### src/shared/flash_guard_defines.vh
// Constants for the flash section write guard
`ifndef FLASH_GUARD_DEFINES_VH
`define FLASH_GUARD_DEFINES_VH

// ****************************************************************
// Flash geometry
// ****************************************************************
`define FG_ADDR_W          15
`define FG_PAGE_SHIFT      9
`define FG_PAGE_BYTES      512
`define FG_PAGE_W          6
`define FG_NUM_PAGES       8'h40
`define FG_SIZE_W          8
`define FG_NPAGE_W         5
`define FG_EE_ADDR_W       8

// Default section sizes used when a size value runs past flash end
`define FG_BOOT_SIZE_DFLT  8'h00
`define FG_CODE_SIZE_DFLT  8'h00

// ****************************************************************
// Region codes
// ****************************************************************
`define FG_RGN_BOOT        2'h0
`define FG_RGN_CODE        2'h1
`define FG_RGN_DATA        2'h2
`define FG_RGN_EE          2'h3

// ****************************************************************
// Request operations
// ****************************************************************
`define FG_OP_WR_BYTE      2'h0
`define FG_OP_WR_WORD      2'h1
`define FG_OP_ERASE        2'h2

// ****************************************************************
// Controller states
// ****************************************************************
`define FG_ST_IDLE         2'h0
`define FG_ST_CHECK        2'h1
`define FG_ST_WAIT         2'h2

`endif

### src/verilog/flash_section_write_guard.v
// Write permission guard and programming sequencer for program flash
`timescale 1ns/1ps
`include "flash_guard_defines.vh"

// Overview of operation
// - Flash is built from 512-byte pages, the smallest erasable unit.
// - Erase covers whole pages only, one page or several at once.
// - Flash writes are one byte or one 16-bit word each.
// - Flash splits into consecutive boot, code and data regions of pages.
// - Writing the region the current instruction came from is refused.
// - Code region is programmable only by code running from boot.
// - Data region is programmable by code running from boot or code.
// - Boot code may write code, data and eeprom, never boot.
// - Code-region code may write only data region and eeprom.
// - Data-region code may program nothing at all.
// - Permitted code or data programming halts the cpu; eeprom does not.
// - Region sizes come in 512-byte blocks; zero boot means all boot.
// - Zero code size runs code to the end; small code removes it.
module flash_section_write_guard
(
    // Clock and reset
    input  wire                     clk,
    input  wire                     sys_rst,
    // Cpu programming request
    input  wire                     req_valid,
    input  wire [1:0]               req_op,
    input  wire                     req_eeprom,
    input  wire [`FG_ADDR_W-1:0]    req_addr,
    input  wire [15:0]              req_wdata,
    input  wire [`FG_NPAGE_W-1:0]   req_npages,
    input  wire [`FG_ADDR_W-1:0]    fetch_addr,
    // Section size configuration
    input  wire [`FG_SIZE_W-1:0]    boot_region_size,
    input  wire [`FG_SIZE_W-1:0]    code_region_size,
    // Memory completion
    input  wire                     mem_done,
    // Cpu answer
    output reg                      req_ready,
    output reg                      req_grant,
    output reg                      req_refuse,
    output reg                      cpu_halt,
    // Flash array command
    output reg                      flash_wr_en,
    output reg                      flash_erase_en,
    output reg  [`FG_ADDR_W-1:0]    flash_addr,
    output reg  [15:0]              flash_wdata,
    output reg  [1:0]               flash_byte_en,
    output reg  [`FG_NPAGE_W:0]     flash_npages,
    // Eeprom array command
    output reg                      ee_wr_en,
    output reg  [`FG_EE_ADDR_W-1:0] ee_addr,
    output reg  [7:0]               ee_wdata
);

    // ****************************************************************
    // Functions
    // ****************************************************************

    // Page number of a byte address, widened for compares
    function [`FG_SIZE_W-1:0] page_of;
        input [`FG_ADDR_W-1:0] addr;
        begin
            page_of = {2'b00, addr[`FG_ADDR_W-1:`FG_PAGE_SHIFT]};
        end
    endfunction

    // Permission of an executing region to program a target region
    function allowed;
        input [1:0] exec_rgn;
        input [1:0] tgt_rgn;
        begin
            case (exec_rgn)
                `FG_RGN_BOOT:
                    allowed = (tgt_rgn != `FG_RGN_BOOT);
                `FG_RGN_CODE:
                    allowed = (tgt_rgn == `FG_RGN_DATA) ||
                              (tgt_rgn == `FG_RGN_EE);
                `FG_RGN_DATA:
                    allowed = 1'b0;
                default:
                    allowed = 1'b0;
            endcase
        end
    endfunction

    // ****************************************************************
    // Captured request
    // ****************************************************************

    reg [1:0]               state_q;
    reg [1:0]               state_d;
    reg [1:0]               op_q;
    reg                     eeprom_q;
    reg [`FG_ADDR_W-1:0]    addr_q;
    reg [15:0]              wdata_q;
    reg [`FG_NPAGE_W-1:0]   npages_q;
    reg [`FG_ADDR_W-1:0]    fetch_q;

    // Request capture on acceptance
    always @(posedge clk)
    begin
        if (sys_rst)
        begin
            op_q     <= `FG_OP_WR_BYTE;
            eeprom_q <= 1'b0;
            addr_q   <= {`FG_ADDR_W{1'b0}};
            wdata_q  <= 16'h0000;
            npages_q <= {`FG_NPAGE_W{1'b0}};
            fetch_q  <= {`FG_ADDR_W{1'b0}};
        end
        else if (req_valid && req_ready)
        begin
            op_q     <= req_op;
            eeprom_q <= req_eeprom;
            addr_q   <= req_addr;
            wdata_q  <= req_wdata;
            npages_q <= req_npages;
            fetch_q  <= fetch_addr;
        end
    end

    // ****************************************************************
    // Section decode
    // ****************************************************************

    wire [`FG_SIZE_W-1:0] boot_end_page;
    wire [`FG_SIZE_W-1:0] code_end_page;
    wire [1:0]            exec_rgn;
    wire [1:0]            first_rgn;
    wire [1:0]            last_rgn;
    wire [`FG_SIZE_W-1:0] first_page;
    wire [`FG_SIZE_W-1:0] last_page;
    wire                  is_erase;

    flash_section_map u_map
    (
        .boot_region_size (boot_region_size),
        .code_region_size (code_region_size),
        .boot_end_page    (boot_end_page),
        .code_end_page    (code_end_page)
    );

    flash_region_lookup u_exec
    (
        .page          (page_of(fetch_q)),
        .boot_end_page (boot_end_page),
        .code_end_page (code_end_page),
        .region        (exec_rgn)
    );

    // First and last page touched by the request
    assign is_erase   = (op_q == `FG_OP_ERASE);
    assign first_page = page_of(addr_q);
    assign last_page  = is_erase ?
                        first_page + {3'b000, npages_q} : first_page;

    flash_region_lookup u_first
    (
        .page          (first_page),
        .boot_end_page (boot_end_page),
        .code_end_page (code_end_page),
        .region        (first_rgn)
    );

    flash_region_lookup u_last
    (
        .page          (last_page),
        .boot_end_page (boot_end_page),
        .code_end_page (code_end_page),
        .region        (last_rgn)
    );

    // ****************************************************************
    // Permission check
    // ****************************************************************

    reg permit;
    reg bad_op;

    // Regions are ordered boot, code, data so both ends settle a range
    always @*
    begin
        bad_op = (op_q != `FG_OP_WR_BYTE) && (op_q != `FG_OP_WR_WORD) &&
                 (op_q != `FG_OP_ERASE);
        if (eeprom_q)
            // eeprom writable from boot or code
            permit = !is_erase && (op_q == `FG_OP_WR_BYTE) &&
                     allowed(exec_rgn, `FG_RGN_EE);
        else if (bad_op || (last_page >= `FG_NUM_PAGES))
            permit = 1'b0;
        else
            // code region from boot, data region from boot or code
            permit = allowed(exec_rgn, first_rgn) &&
                     allowed(exec_rgn, last_rgn);
    end

    // ****************************************************************
    // Sequencer
    // ****************************************************************

    // Next state
    always @*
    begin
        state_d = state_q;
        case (state_q)
            `FG_ST_IDLE:
                if (req_valid && req_ready)
                    state_d = `FG_ST_CHECK;
            `FG_ST_CHECK:
                state_d = permit ? `FG_ST_WAIT : `FG_ST_IDLE;
            `FG_ST_WAIT:
                if (mem_done)
                    state_d = `FG_ST_IDLE;
            default:
                state_d = `FG_ST_IDLE;
        endcase
    end

    // State register
    always @(posedge clk)
    begin
        if (sys_rst)
            state_q <= `FG_ST_IDLE;
        else
            state_q <= state_d;
    end

    // Cpu side answers
    always @(posedge clk)
    begin
        if (sys_rst)
        begin
            req_ready  <= 1'b1;
            req_grant  <= 1'b0;
            req_refuse <= 1'b0;
            cpu_halt   <= 1'b0;
        end
        else
        begin
            req_grant  <= (state_q == `FG_ST_CHECK) && permit;
            req_refuse <= (state_q == `FG_ST_CHECK) && !permit;
            case (state_q)
                `FG_ST_IDLE:
                    if (req_valid && req_ready)
                        req_ready <= 1'b0;
                `FG_ST_CHECK:
                begin
                    req_ready <= !permit;
                    cpu_halt  <= permit && !eeprom_q;
                end
                `FG_ST_WAIT:
                    if (mem_done)
                    begin
                        req_ready <= 1'b1;
                        cpu_halt  <= 1'b0;
                    end
                default:
                begin
                    req_ready <= 1'b1;
                    cpu_halt  <= 1'b0;
                end
            endcase
        end
    end

    // ****************************************************************
    // Memory commands
    // ****************************************************************

    // One-cycle command pulses with held address and data
    always @(posedge clk)
    begin
        if (sys_rst)
        begin
            flash_wr_en    <= 1'b0;
            flash_erase_en <= 1'b0;
            flash_addr     <= {`FG_ADDR_W{1'b0}};
            flash_wdata    <= 16'h0000;
            flash_byte_en  <= 2'h0;
            flash_npages   <= {(`FG_NPAGE_W+1){1'b0}};
            ee_wr_en       <= 1'b0;
            ee_addr        <= {`FG_EE_ADDR_W{1'b0}};
            ee_wdata       <= 8'h00;
        end
        else
        begin
            flash_wr_en    <= 1'b0;
            flash_erase_en <= 1'b0;
            ee_wr_en       <= 1'b0;
            if ((state_q == `FG_ST_CHECK) && permit)
            begin
                if (eeprom_q)
                begin
                    ee_wr_en <= 1'b1;
                    ee_addr  <= addr_q[`FG_EE_ADDR_W-1:0];
                    ee_wdata <= wdata_q[7:0];
                end
                else if (is_erase)
                begin
                    flash_erase_en <= 1'b1;
                    flash_addr     <= {addr_q[`FG_ADDR_W-1:`FG_PAGE_SHIFT],
                                       {`FG_PAGE_SHIFT{1'b0}}};
                    flash_npages   <= {1'b0, npages_q} + 6'h01;
                    flash_byte_en  <= 2'h0;
                end
                else if (op_q == `FG_OP_WR_WORD)
                begin
                    // word write, address bit 0 ignored
                    flash_wr_en   <= 1'b1;
                    flash_addr    <= {addr_q[`FG_ADDR_W-1:1], 1'b0};
                    flash_wdata   <= wdata_q;
                    flash_byte_en <= 2'h3;
                end
                else
                begin
                    flash_wr_en   <= 1'b1;
                    flash_addr    <= addr_q;
                    flash_wdata   <= {wdata_q[7:0], wdata_q[7:0]};
                    flash_byte_en <= addr_q[0] ? 2'h2 : 2'h1;
                end
            end
        end
    end

endmodule // flash_section_write_guard

### src/verilog/flash_section_map.v
// Section boundary computation from the two size values
`timescale 1ns/1ps
`include "flash_guard_defines.vh"

module flash_section_map
(
    // Size values in page units
    input  wire [`FG_SIZE_W-1:0] boot_region_size,
    input  wire [`FG_SIZE_W-1:0] code_region_size,
    // Exclusive end pages of boot and code regions
    output reg  [`FG_SIZE_W-1:0] boot_end_page,
    output reg  [`FG_SIZE_W-1:0] code_end_page
);

    reg [`FG_SIZE_W-1:0] boot_sz;
    reg [`FG_SIZE_W-1:0] code_sz;

    // Boundary decode
    always @*
    begin
        // Sizes past flash end fall back to defaults
        boot_sz = (boot_region_size > `FG_NUM_PAGES) ?
                  `FG_BOOT_SIZE_DFLT : boot_region_size;
        code_sz = (code_region_size > `FG_NUM_PAGES) ?
                  `FG_CODE_SIZE_DFLT : code_region_size;
        if (boot_sz == 8'h00)
        begin
            boot_end_page = `FG_NUM_PAGES;
            code_end_page = `FG_NUM_PAGES;
        end
        else if (code_sz == 8'h00)
        begin
            boot_end_page = boot_sz;
            code_end_page = `FG_NUM_PAGES;
        end
        else if (code_sz <= boot_sz)
        begin
            boot_end_page = boot_sz;
            code_end_page = boot_sz;
        end
        else
        begin
            boot_end_page = boot_sz;
            code_end_page = code_sz;
        end
    end

endmodule // flash_section_map

### src/verilog/flash_region_lookup.v
// Maps a flash page number to its section
`timescale 1ns/1ps
`include "flash_guard_defines.vh"

module flash_region_lookup
(
    // Page under test and section bounds
    input  wire [`FG_SIZE_W-1:0] page,
    input  wire [`FG_SIZE_W-1:0] boot_end_page,
    input  wire [`FG_SIZE_W-1:0] code_end_page,
    // Section code
    output reg  [1:0]            region
);

    // Region compare
    always @*
    begin
        if (page < boot_end_page)
            region = `FG_RGN_BOOT;
        else if (page < code_end_page)
            region = `FG_RGN_CODE;
        else
            region = `FG_RGN_DATA;
    end

endmodule // flash_region_lookup

### config.mk
export PLATFORM = sky130hd
export DESIGN_NAME = flash_section_write_guard
export DESIGN_NICKNAME = d
export VERILOG_FILES = /design/src/verilog/flash_section_write_guard.v /design/src/verilog/flash_section_map.v /design/src/verilog/flash_region_lookup.v
export VERILOG_INCLUDE_DIRS = /design/src /design/src/shared
export SDC_FILE = /design/constraint.sdc
export NUM_CORES = 1
export LEC_CHECK = 0
export BUFFER_PORTS_ARGS = -buffer_cell sky130_fd_sc_hd__buf_2
export CORE_ASPECT_RATIO = 0.5
export CORE_MARGIN = 10
export CORE_UTILIZATION = 58
export DETAILED_ROUTE_END_ITERATION = 12
export PLACE_DENSITY = 0.85
export SYNTH_ARGS = -nofsm -noshare
export SYNTH_HDL_FRONTEND = slang
export SYNTH_SLANG_ARGS = --single-unit
### constraint.sdc
create_clock -name clk -period 11.95 [get_ports clk]
set_input_delay 0.5975 -clock clk [delete_from_list [all_inputs] [get_ports clk]]
set_output_delay 0.5975 -clock clk [all_outputs]
set_load 0.01 [all_outputs]
* Yosys cells after proc, flatten, opt, wreduce, memory -nomap -nowiden
Index checks and enable logic that the tools add are counted.
Operators by class: add/subtract/negate cells 2, magnitude comparators 10, eq/ne operators 13, multiplexer cells 41, bitwise gates (word level) 4, reductions and logical operators 32
Operator list (number):
- 8-bit 2-to-1 mux | 6
- 6-bit by 8-bit less-than comparator with 1-bit output | 4
- 2-bit 2-to-1 mux | 12
- 8-bit by 7-bit greater-than comparator with 1-bit output (second input constant) | 2
- 8-bit logical NOT | 2
- 7-bit by 8-bit less-than comparator with 1-bit output | 2
- 16-bit 2-to-1 mux | 1
- 1-bit 2-to-1 mux | 15
- 2-bit equality test (second input constant) | 6
- 1-bit logical AND | 9
- 9-bit 2-to-1 mux | 1
- 8-bit <= comparator | 1
- 2-bit AND reduction | 4
- 6-bit by 5-bit adder with 7-bit output | 1
- 7-bit >= comparator (second input constant) | 1
- 7-bit 2-to-1 mux | 1
- 5-bit by 1-bit adder with 6-bit output (second input constant) | 1
- 2-bit by 1-bit equality test with 1-bit output (second input constant) | 3
- 2-bit logical NOT | 3
- 2-bit inequality test (second input constant) | 3
- 1-bit one-hot mux with 3 select lines | 2
- 2-bit one-hot mux with 3 select lines | 1
- 3-bit AND reduction | 2
- 2-bit nonzero test | 3
- 7 further kinds | 16
Storage, ports and cells: bits in registers 118, output and inout bits 62, logic and storage cells 122

* Depth between registers and ports, before layout
Gate-level depths: netlist of the first run.
depth after elaboration 20, mapped depth 23

* Cells and area by module
From an unflattened synthesis of the first run, not the netlist that was laid out.
Unflattened totals: cell total of the unflattened synthesis 752, area total of the unflattened synthesis 5949.5 µm²
Modules (own cells, without submodules):
- flash_section_write_guard | times used 1, cells an instance 516, area an instance 4379.2 µm²
- flash_region_lookup | times used 3, cells an instance 52, area an instance 360.3 µm²
- flash_section_map | times used 1, cells an instance 80, area an instance 489.2 µm²

* Least setup slack after synthesis of the first run
OpenSTA, ideal clock, no wires.
path kind input port to flip-flop, start in code_region_size[0], end reg flash_addr[4], setup time 116 ps, arrival time 5293 ps, required time 11834 ps, slack 6541 ps, cell stages on the path 21, buffers on the path 3, path through or4_1 o31ai_2 nor2b_1 and2_1 ha_1 and4_1 a221oi_1 nand3_2 clkbuf_1 and3_1 o21ai_0 ha_1 a21o_1 a221o_1 o32ai_1 o2111ai_1 nand3_1 buf_2 nor2_2 buf_6 a41o_1
On the way: longest elaborated chain between the ends 19, elaborated cells on any way between the ends 41, those cells by class order compare: 5; eq/ne: 5; mux: 20; reduce/logical: 11
Ends and longest elaborated chain:
- start: declaration | line flash_section_write_guard.v:34 | input wire [`FG_SIZE_W-1:0] code_region_size,
- 8-bit by 7-bit greater-than comparator with 1-bit output (no line)
- 8-bit 2-to-1 mux (*) | line flash_section_map.v:24 | code_sz = (code_region_size > `FG_NUM_PAGES) ?
- 8-bit <= comparator | line flash_section_map.v:36 | else if (code_sz <= boot_sz)
- 8-bit 2-to-1 mux | line flash_section_map.v:36
- 8-bit 2-to-1 mux (*) | line flash_section_map.v:31 | else if (code_sz == 8'h00)
- 8-bit 2-to-1 mux (*) | line flash_section_map.v:26 | if (boot_sz == 8'h00)
- 6-bit by 8-bit less-than comparator with 1-bit output / 7-bit by 8-bit less-than comparator with 1-bit output (equally long branches) | line flash_region_lookup.v:20 | else if (page < code_end_page)
- 2-bit 2-to-1 mux | line flash_region_lookup.v:20
- (+3 left out)
- 1-bit one-hot mux with 2 select lines | line flash_section_write_guard.v:72 | case (exec_rgn)
- 1-bit 2-to-1 mux | line flash_section_write_guard.v:189 | else if (bad_op || (last_page >= `FG_NUM_PAGES))
- 1-bit 2-to-1 mux | line flash_section_write_guard.v:185 | if (eeprom_q)
- 1-bit logical AND | line flash_section_write_guard.v:193 | permit = allowed(exec_rgn, first_rgn) &&
- 1-bit 2-to-1 mux | line flash_section_write_guard.v:189
- 1-bit 2-to-1 mux (*) | line flash_section_write_guard.v:185
- 1-bit logical AND (*) | line flash_section_write_guard.v:290 | if ((state_q == `FG_ST_CHECK) && permit)
- 2-bit AND reduction (no line) (*)
- end signal: assignment | line flash_section_write_guard.v:301 | flash_addr <= {addr_q[`FG_ADDR_W-1:`FG_PAGE_SHIFT],
- end signal: assignment | line flash_section_write_guard.v:310 | flash_addr <= {addr_q[`FG_ADDR_W-1:1], 1'b0};
- end signal: assignment | line flash_section_write_guard.v:317 | flash_addr <= addr_q;
- end: declaration | line flash_section_write_guard.v:45 | output reg [`FG_ADDR_W-1:0] flash_addr,
Every way passes the cells marked *; elsewhere a longest branch is shown, timed or not. The select of a mux whose other input is x is not followed. A chain may end at the register's enable or synchronous reset.

* Worst setup path in the final report of the first run
start in code_region_size[0], end reg state_q[1]
On the way: longest elaborated chain between the ends 19, elaborated cells on any way between the ends 41, those cells by class order compare: 5; eq/ne: 5; mux: 22; reduce/logical: 9
Ends and longest elaborated chain:
- 8-bit by 7-bit greater-than comparator with 1-bit output (no line)
- 8-bit 2-to-1 mux (*) | line flash_section_map.v:24
- 8-bit <= comparator | line flash_section_map.v:36
- 8-bit 2-to-1 mux | line flash_section_map.v:36
- 8-bit 2-to-1 mux (*) | line flash_section_map.v:31
- 8-bit 2-to-1 mux (*) | line flash_section_map.v:26
- 6-bit by 8-bit less-than comparator with 1-bit output / 7-bit by 8-bit less-than comparator with 1-bit output (equally long branches) | line flash_region_lookup.v:20
- 2-bit 2-to-1 mux | line flash_region_lookup.v:20
- (+3 left out)
- 1-bit one-hot mux with 2 select lines | line flash_section_write_guard.v:72
- 1-bit 2-to-1 mux | line flash_section_write_guard.v:189
- 1-bit 2-to-1 mux | line flash_section_write_guard.v:185
- 1-bit logical AND | line flash_section_write_guard.v:193
- 1-bit 2-to-1 mux | line flash_section_write_guard.v:189
- 1-bit 2-to-1 mux (*) | line flash_section_write_guard.v:185
- 2-bit 2-to-1 mux (no line) (*)
- 2-bit one-hot mux with 3 select lines (*) | line flash_section_write_guard.v:205 | case (state_q)
- end signal: assignment | line flash_section_write_guard.v:223 | state_q <= `FG_ST_IDLE;
- end signal: assignment | line flash_section_write_guard.v:225 | state_q <= state_d;
- end: declaration | line flash_section_write_guard.v:90 | reg [1:0] state_q;
Marks and branches as above.

==> impl_metrics.json, run 1 <==
{
  "status": "finished, final reports clean",
  "nNetsFinal": 889,
  "slowest_delay_ns": 0.62,
  "yosys_warnings": 0,
  "dieArea_sq_um": 14480,
  "grt_setup_unrepaired": "no",
  "netlist_instances": 669,
  "grt_max_degree": 103,
  "finalHoldViolCount": 0,
  "initial_core_util_pct": 59.99,
  "synth_top_area_share_pct": 38.13,
  "drc": 0,
  "max_slew.worst_pin.slew_ns": 1.185,
  "min-delay-path-class": "register to register",
  "leakagePower_nw": 3.072,
  "antenna_found_initial": 0,
  "first_global_vias": 5231,
  "tns_ns": 0,
  "top_layer": "met4",
  "finClkSkew_ns": 0.009304,
  "end_kind": "register",
  "gp_congestion": 0.9524,
  "crit_chain": "buf_2, or4_1, o31ai_2, nor2b_1, and2_1, ha_1, and4_1, a221oi_1, nand3_2, and3_1, o21ai_0, ha_1, and3_1, a221o_1, o32ai_1, o2111ai_1, and3_1, nor2_1, o31ai_1",
  "fin_crit_ns": 6.316,
  "crit_start": "code_region_size[0]",
  "numCtsBuffers": 9,
  "relSlewSlack_pct": 21.00,
  "drive_gt1_share_pct": 20.93,
  "seq_area_sq_um": 2182,
  "path_clk_slew_ns": 0.07,
  "wl_met3_um": 949,
  "ctsRootBufferMaster": "clkbuf_16",
  "reg2reg_from": "addr_q[10]",
  "io_buffer_count": 126,
  "yosys.area.top_type": "dfxtp_1",
  "worstSetupStartpointType": "input pin",
  "holdBufCountCts": 0,
  "area_growth_pct": 16.24,
  "fillCellCount": 770,
  "drtPass1Iterations": 5,
  "clock_path_buffers": 2,
  "hp-start": "wdata_q[8]",
  "yosys-top-cells-area": "dfxtp_1 38%, ha_1 9.8%, a21oi_1 8.1%, nand2_1 7.3%, mux2i_1 4.2%",
  "wl_met2_um": 7766,
  "whs_ns": 0.4548,
  "fp.dieH_um": 90.24,
  "io_pins": 136,
  "required_ns": 12.13,
  "post_cts_buffers": 0,
  "syn-cell-area_sq_um": 5723,
  "vias_per_cell": 5.859,
  "vias": 5326,
  "coreArea_sq_um": 9540,
  "diodes": 0,
  "synthArstFlopShare_pct": 0,
  "clock_latency_ns": 0.34,
  "syn_nets": 789,
  "grt_usage_pct": 21.34,
  "syn_area_per_cell_sq_um": 8.555,
  "crit_arrival_ns": 6.50,
  "synth_cell_types": 68,
  "grt-ovfl-total": 0,
  "final_common_cell": "buf_2",
  "cts_htree_levels": 3,
  "fp-row-count": 25,
  "finalCritPeriodShare_pct": 52.85,
  "yosys_register_bits": 109,
  "wl_per_cell_um": 17.69,
  "wl_um": 16080,
  "p_per_area_nw_per_um2": 117.2,
  "ant_nets": 0,
  "crit_type": "input pin to register",
  "crit_path_frequent_cell": "and3_1",
  "drt_iter0_drc": 479,
  "wl_met1_um": 7088,
  "worst_ir_drop_vdd_uv": 76.85,
  "cp.buffers_inverters": 1,
  "setup_viol": 0,
  "cts_resized": 0,
  "finalMaxSlewViolations": 0,
  "multi_input_area_sq_um": 3326,
  "drv_cap": 0,
  "ys_seq_area_share_pct": 38.13,
  "critPathSlowestCell": "and3_1",
  "grt_pass1_wl_um": 26190,
  "clock-sinks": 109,
  "cts_tree": "done",
  "max_freq_mhz": 158.3,
  "die_w_um": 160.5,
  "synth_edf_count": 0,
  "path_delay_family": "simple AND/OR/NAND/NOR gates",
  "layout_common_cells": "125 x buf_2, 112 x nand2_1, 109 x dfxtp_1, 93 x a21oi_1, 45 x ha_1",
  "synthFlopType": "dfxtp_1",
  "path_max_fanout": 32,
  "place_hpwl_um": 11480
}
final timing paths:
kind	end	slack, ns	cells after the start
setup / recovery	state_q[1]	5.63	19
hold / removal	wdata_q[8]	0.45	2
setup reg to reg	state_q[1]	7.33	15
hold reg to reg	wdata_q[8]	0.45	2
report_power, final:
part           internal [mW]  switching (mW)
logic                 0.0418          0.0658
registers              0.374          0.0131
clock network          0.150           0.135
total                  0.565           0.214
sequential cells by signal, indices dropped and copies added, names as in the netlist:
name            cells
ee_wdata            8
fetch_q             6
ee_wr_en            1
ee_addr             8
req_refuse          1
flash_addr         15
wdata_q            16
npages_q            5
flash_wdata        16
state_q             2
req_ready           1
cpu_halt            1
flash_wr_en         1
flash_npages        6
op_q                2
flash_erase_en      1
req_grant           1
flash_byte_en       2
addr_q             15
eeprom_q            1
cells in the mapped netlist, types with 3 or more instances:
master	n
nand2_1	112
a211oi_1	10
nor2b_1	7
buf_2	7
xnor2_1	3
a21oi_1	93
nand3_1	20
inv_1	5
nor2_1	32
and4_1	3
a311oi_2	3
mux2i_1	24
a41o_1	8
dfxtp_1	109
clkbuf_1	29
nor3b_1	3
o211ai_1	6
a21o_1	4
o21a_1	4
o21ai_0	39
o211a_1	9
and3_1	10
o2111ai_1	3
buf_6	3
nor3_1	8
or4_1	6
xor2_1	5
nor4_1	3
nand2b_1	3
and2_1	7
ha_1	45
kinds of logic after synthesis:
family	synth area share [%]
compound gates	23.11
xor+xnor	1.224
fa+ha+maj	10.36
buf+inv	3.760
flops	38.13
mux	4.394
other cells	0.1312
simple gates	18.89
worst min-delay path: stages (launching register included):
cell	delay, ns
dfxtp_1	0.31
nand2_1	0.05
a21oi_1	0.05
per-layer routing:
layer / track usage [%] / vias to the layer above
li1: - / 2617
met1: 26.31 / 2516
met3: 4.641 / 26
met4: 6.459 / 0
met2: 36.45 / 167
met5: 0 / -
final cells by class:
class | instances | share of cell area, %
well taps | 135 | 2.539
repair buffers | 131 | 10.08
flip-flops and latches | 109 | 32.80
multi-input cells | 512 | 49.99
inverters | 6 | 0.3385
clock buffers | 11 | 3.649
clock inverters | 5 | 0.6018
metrics by stage:
step	power, mW	setup slack (ns)	utilization, %	cell area (sq um)	cells
final	0.7796	5.634	69.73	6653	909
after global routing	0.8120	5.210	69.73	6653	909
after CTS	0.7825	5.730	69.73	6653	909
after detailed placement	0.5003	5.388	66.77	6370	893
after global placement	0.4954	5.465	66.77	6370	893
after floorplan	0.4648	6.541	-	5723	669
No activity file was read; power rests on OpenSTA's default activity.
==> run 2, diff against run 1 <==
--- a/config.mk
+++ b/config.mk
@@ -9,9 +9,9 @@
 export BUFFER_PORTS_ARGS = -buffer_cell sky130_fd_sc_hd__buf_2
 export CORE_ASPECT_RATIO = 0.5
 export CORE_MARGIN = 10
-export CORE_UTILIZATION = 58
+export CORE_UTILIZATION = 54
 export DETAILED_ROUTE_END_ITERATION = 12
-export PLACE_DENSITY = 0.85
+export PLACE_DENSITY = 0.8
 export SYNTH_ARGS = -nofsm -noshare
 export SYNTH_HDL_FRONTEND = slang
 export SYNTH_SLANG_ARGS = --single-unit
==> constraint.sdc (replaced) <==
create_clock -name clk -period 6.45 [get_ports clk]
set_input_delay 0.3225 -clock clk [delete_from_list [all_inputs] [get_ports clk]]
set_output_delay 0.3225 -clock clk [all_outputs]
set_load 0.01 [all_outputs]
==> run 2 against run 1 <==
Effect of this change: wire length is 0.45% lower; final cell count is 0.88% higher; power is 83% higher; critical endpoint is now flash_npages[2].
==> impl_metrics.json, run 2 (synthesis gave the netlist of run 1 again) <==
{
  "cp.buffers_inverters": 1,
  "seq_area_sq_um": 2182,
  "max_freq_mhz": 170.3,
  "reg_top3": "flash_wdata x16, wdata_q x16",
  "tns_ns": 0,
  "r2r_cells": 15,
  "relSlewSlack_pct": 27.47,
  "hp-start": "req_wdata[4]",
  "final_area_sq_um": 6671,
  "finalHoldViolCount": 0,
  "finalPower_mw": 1.429,
  "finalMaxSlewViolations": 0,
  "drv_cap": 0,
  "cts_htree_levels": 3,
  "crit_arrival_ns": 6.05,
  "final_common_cell": "buf_2",
  "area_growth_pct": 16.57,
  "p_per_area_nw_per_um2": 214.2,
  "reg2reg_to": "flash_npages[2]",
  "wl_um": 16000,
  "pre_cts_slack_ns": 0.3263,
  "fin_crit_ns": 5.872,
  "max_slew.worst_pin.slew_ns": 1.086,
  "dieArea_sq_um": 15370,
  "worst_ir_drop_vdd_uv": 141.6,
  "ctsRootBufferMaster": "clkbuf_16",
  "end_kind": "register",
  "worst_slack_ns": 0.5780,
  "initial_core_util_pct": 55.67,
  "drive_gt1_share_pct": 21.11,
  "finClkSkew_ns": 0.01162,
  "crit_chain": "buf_2, or4_1, o31ai_2, nor2b_1, and2_1, ha_1, and4_1, a221oi_1, nand3_2, and3_1, o21ai_0, ha_1, o211ai_1, a32oi_1, o21ai_0, o31ai_2, nand3_1, nor2_2, a311oi_2",
  "ant_nets": 0,
  "drtPass1Iterations": 6,
  "wl_per_cell_um": 17.45,
  "layout_common_cells": "125 x buf_2, 112 x nand2_1, 109 x dfxtp_1, 93 x a21oi_1, 45 x ha_1",
  "critPathSlowestCell": "nor2_2",
  "worstSetupStartpointType": "input pin",
  "required_ns": 6.63,
  "grt_usage_pct": 20.46,
  "leakagePower_nw": 3.073,
  "clock-sinks": 109,
  "placed_area_sq_um": 6406,
  "gp_congestion": 0.9570,
  "multi_input_area_sq_um": 3326,
  "vias_per_cell": 5.794,
  "coreArea_sq_um": 10280,
  "post_cts_buffers": 0,
  "grt_max_degree": 103,
  "grt-ovfl-total": 0,
  "slowest_delay_ns": 0.69,
  "ff2ff_setup_slack_ns": 2.03,
  "antenna_found_initial": 0,
  "io_buffer_count": 126,
  "diodes": 0,
  "setup_viol": 0,
  "cts_resized": 0,
  "reg2reg_from": "addr_q[10]",
  "fp-row-count": 26,
  "status": "finished, final reports clean",
  "die_w_um": 165.6,
  "crit_type": "input pin to register",
  "first_global_vias": 5184,
  "whs_ns": 0.2030,
  "min-delay-path-class": "input pin to register",
  "grt_pass1_wl_um": 26000,
  "holdBufCountCts": 0,
  "path_clk_slew_ns": 0.07,
  "io_pins": 136,
  "clock_latency_ns": 0.35,
  "drc": 0,
  "fillCellCount": 923,
  "clock_path_buffers": 2,
  "path_max_fanout": 15,
  "grt_setup_unrepaired": "no",
  "numCtsBuffers": 9,
  "hold_depth": 3,
  "nNetsFinal": 893,
  "cts_tree": "done",
  "finalCritPeriodShare_pct": 91.04,
  "place_hpwl_um": 11530,
  "fp.dieH_um": 92.80,
  "path_delay_family": "simple AND/OR/NAND/NOR gates",
  "min_to": "wdata_q[4]",
  "vias": 5313,
  "drt_iter0_drc": 383
}
run 2: cell count changes in the layout (fill, tap and decap cells not counted), sizes merged:
cell and delta:
inv -2, buf +4, clkinvlp +2, clkinv -1
run 2: worst register-to-register path: stages (launching register included):
cell	delay, ns
dfxtp_1	0.56
ha_1	0.31
a21o_1	0.17
a21oi_1	0.20
nor2b_1	0.08
o21a_1	0.16
o21ai_0	0.20
xnor2_1	0.15
ha_1	0.33
and3_1	0.20
a221o_1	0.18
o21ai_0	0.11
o31ai_2	0.21
nand3_1	0.51
nor2_2	0.70
a311oi_2	0.19
run 2: metal layers:
layer | part of all wire, % | global-route usage, %
met1 | 44 | 25.74
met2 | 48 | 34.48
met3 | 5.6 | 4.240
met4 | 1.8 | 6.250
met5 | 0 | 0
run 2: worst max path at each step:
| stage | startpoint | endpoint | slack, ns | cells past startpoint |
|---|---|---|---|---|
| global placement | code_region_size[0] | flash_addr[6] | 0.50 | 19 |
| detailed placement | code_region_size[0] | flash_addr[5] | 0.33 | 19 |
| global route | code_region_size[0] | flash_npages[4] | 0.12 | 19 |
| CTS | code_region_size[0] | flash_addr[5] | 0.63 | 19 |
| floorplan | code_region_size[0] | flash_addr[4] | 1.32 | 21 |
| finish | code_region_size[0] | flash_npages[2] | 0.58 | 19 |
run 2: per-stage QoR:
stage / util, % / std cells
global route: 64.90 / 917
CTS: 64.90 / 917
floorplan: - / 669
finish: 64.90 / 917
detailed placement: 62.32 / 902
global placement: 62.32 / 902
run 2: report_power, final:
| part | total, mW | leakage, nW | internal (mW) | switching [mW] |
|---|---|---|---|---|
| clock | 0.512 | 0.123 | 0.263 | 0.249 |
| combinational | 0.200 | 2.06 | 0.0789 | 0.121 |
| sequential | 0.717 | 0.885 | 0.692 | 0.0244 |
run 2: area by class of cell:
cell class                      count  area share (%)
Multi-Input combinational cell    512           49.85
Sequential cell                   109           32.71
Timing Repair Buffer              135           10.50
Clock buffer                       11           3.488
Tap cell                          140           2.626
Clock inverter                      4          0.4876
Inverter                            6          0.3376
==> run 3, diff against run 2 <==
==> constraint.sdc (replaced) <==
create_clock -name clk -period 6.45 [get_ports clk]
set_input_delay 1.29 -clock clk [delete_from_list [all_inputs] [get_ports clk]]
set_output_delay 1.29 -clock clk [all_outputs]
set_load 0.01 [all_outputs]
==> run 3 against run 2 <==
Effect of this change: non-clock buffer count is 25 higher; final area is 4.5% higher; hold slack better by 0.26 ns; count of clock-buffer cells in the layout stayed put; critical path depth is 3 higher; clock power is 14% higher; largest cell class unchanged.
==> impl_metrics.json, run 3 (synthesis gave the netlist of run 1 again) <==
{
  "status": "finished, final reports clean",
  "slowest_delay_ns": 0.57,
  "utilization_pct": 67.83,
  "setup_viol": 0,
  "cts_tree": "done",
  "final_common_cell": "buf_2",
  "max_freq_mhz": 160.5,
  "coreArea_sq_um": 10280,
  "wl_per_cell_um": 17.41,
  "placed_area_sq_um": 6631,
  "clock-sinks": 109,
  "grt_max_degree": 103,
  "fp-row-count": 26,
  "antenna_found_initial": 0,
  "path_clk_slew_ns": 0.07,
  "vias_per_cell": 5.734,
  "wl_um": 16420,
  "reg_top3": "flash_wdata x16, wdata_q x16",
  "tns_ns": 0,
  "drt_iter0_drc": 395,
  "leakagePower_nw": 3.242,
  "grt_pass1_wl_um": 26590,
  "whs_ns": 0.4617,
  "initial_core_util_pct": 55.67,
  "finalCritPeriodShare_pct": 96.58,
  "worst_ir_drop_vdd_uv": 184.4,
  "fp.dieH_um": 92.80,
  "finalMaxSlewViolations": 0,
  "cts_htree_levels": 3,
  "critPathSlowestCell": "or4_1",
  "clock_latency_ns": 0.35,
  "drc": 0,
  "clock_path_buffers": 2,
  "path_max_fanout": 8,
  "fillCellCount": 858,
  "final_cells": 943,
  "crit_type": "input pin to register",
  "drtPass1Iterations": 8,
  "max_slew.worst_pin.slew_ns": 1.068,
  "relSlewSlack_pct": 28.67,
  "p_per_area_nw_per_um2": 217.0,
  "crit_arrival_ns": 6.49,
  "grt-ovfl-total": 0,
  "gp_congestion": 0.9057,
  "final_area_sq_um": 6973,
  "dieArea_sq_um": 15370,
  "die_w_um": 165.6,
  "numCtsBuffers": 9,
  "crit_chain": "buf_2, or4_1, o31ai_2, nor2b_2, and2_1, ha_1, a211o_1, a221oi_1, nand3_2, buf_4, a21oi_1, nor2_1, ha_1, and3_1, buf_4, o2111a_1, o21ai_0, o31ai_2, nand3_2, buf_4, or4_1, a21oi_1",
  "end_kind": "register",
  "diodes": 0,
  "finalHoldViolCount": 0,
  "io_buffer_count": 126,
  "first_global_vias": 5392,
  "vias": 5407,
  "grt_usage_pct": 20.85,
  "fin_crit_ns": 6.229,
  "finClkSkew_ns": 0.005978,
  "crit_path_frequent_cell": "buf_4",
  "drive_gt1_share_pct": 24.41,
  "place_hpwl_um": 11800,
  "nNetsFinal": 918,
  "drv_cap": 0,
  "ant_nets": 0,
  "min-delay-path-class": "register to register",
  "place_inst": 927,
  "area_growth_pct": 21.84,
  "ctsRootBufferMaster": "clkbuf_16",
  "io_pins": 136,
  "required_ns": 6.71,
  "layout_common_cells": "125 x buf_2, 112 x nand2_1, 109 x dfxtp_1, 93 x a21oi_1, 45 x ha_1",
  "worstSetupStartpointType": "input pin"
}
run 3: cell types whose count changed in the layout (fill, tap and decap cells not counted), moves of 2 or more:
cell | previous run | this run
clkinvlp_4 | 2 | 0
clkbuf_8 | 0 | 2
buf_12 | 0 | 3
clkinv_4 | 0 | 2
buf_4 | 10 | 32
o21ai_0 | 39 | 37
clkbuf_1 | 2 | 0
run 3: report_power, final:
| part | switching [mW] | total (mW) | internal [mW] |
|---|---|---|---|
| sequential | 0.0247 | 0.717 | 0.692 |
| clock | 0.257 | 0.584 | 0.327 |
| combinational | 0.125 | 0.213 | 0.0881 |
run 3: cell type report:
cell class	count	area (sq um)	area share, %
clock buffer	11	252.7	3.625
clock inverter	5	65.06	0.9331
inverter	6	22.52	0.3230
multi-input combinational	512	3349	48.04
sequential	109	2182	31.29
tap	140	175.2	2.512
timing repair buffer	160	925.9	13.28
run 3: per-stage QoR:
step	total power, mW	setup slack (ns)
4_1_cts	1.511	0.05552
6_report	1.513	0.2207
5_1_grt	1.573	-0.05210
3_3_place_gp	0.9304	-0.07621
2_1_floorplan	0.8612	0.3482
3_5_place_dp	0.9387	-0.2683
run 3: metal layers:
| layer | track usage [%] | part of all wire (%) |
|---|---|---|
| met3 | 5.300 | 6.7 |
| met5 | 0 | 0 |
| met2 | 35.48 | 48 |
| met4 | 6.831 | 2.3 |
| met1 | 25.24 | 43 |
run 3: worst max-delay path, delay by kind of cell:
kind	cells	cell delay (ns)
buffers and inverters	4	0.64
adders and majority gates	2	0.55
AOI/OAI and AO/OA	8	1.83
and+or+nand+nor	8	2.17
run 3: worst paths after layout:
| path | startpoint | to | slack, ns | cells past startpoint |
|---|---|---|---|---|
| setup / recovery | code_region_size[0] | flash_npages[5] | 0.22 | 22 |
| hold reg to reg | wdata_q[10] | wdata_q[10] | 0.46 | 2 |
| setup reg to reg | addr_q[10] | flash_npages[2] | 2.16 | 16 |
| hold / removal | wdata_q[10] | wdata_q[10] | 0.46 | 2 |
run 3: what timing repair did:
action,in CTS,in global routing
gates resized for setup,0,7
endpoints found under the setup margin,0,60
setup buffers,0,0
hold buffers,0,0
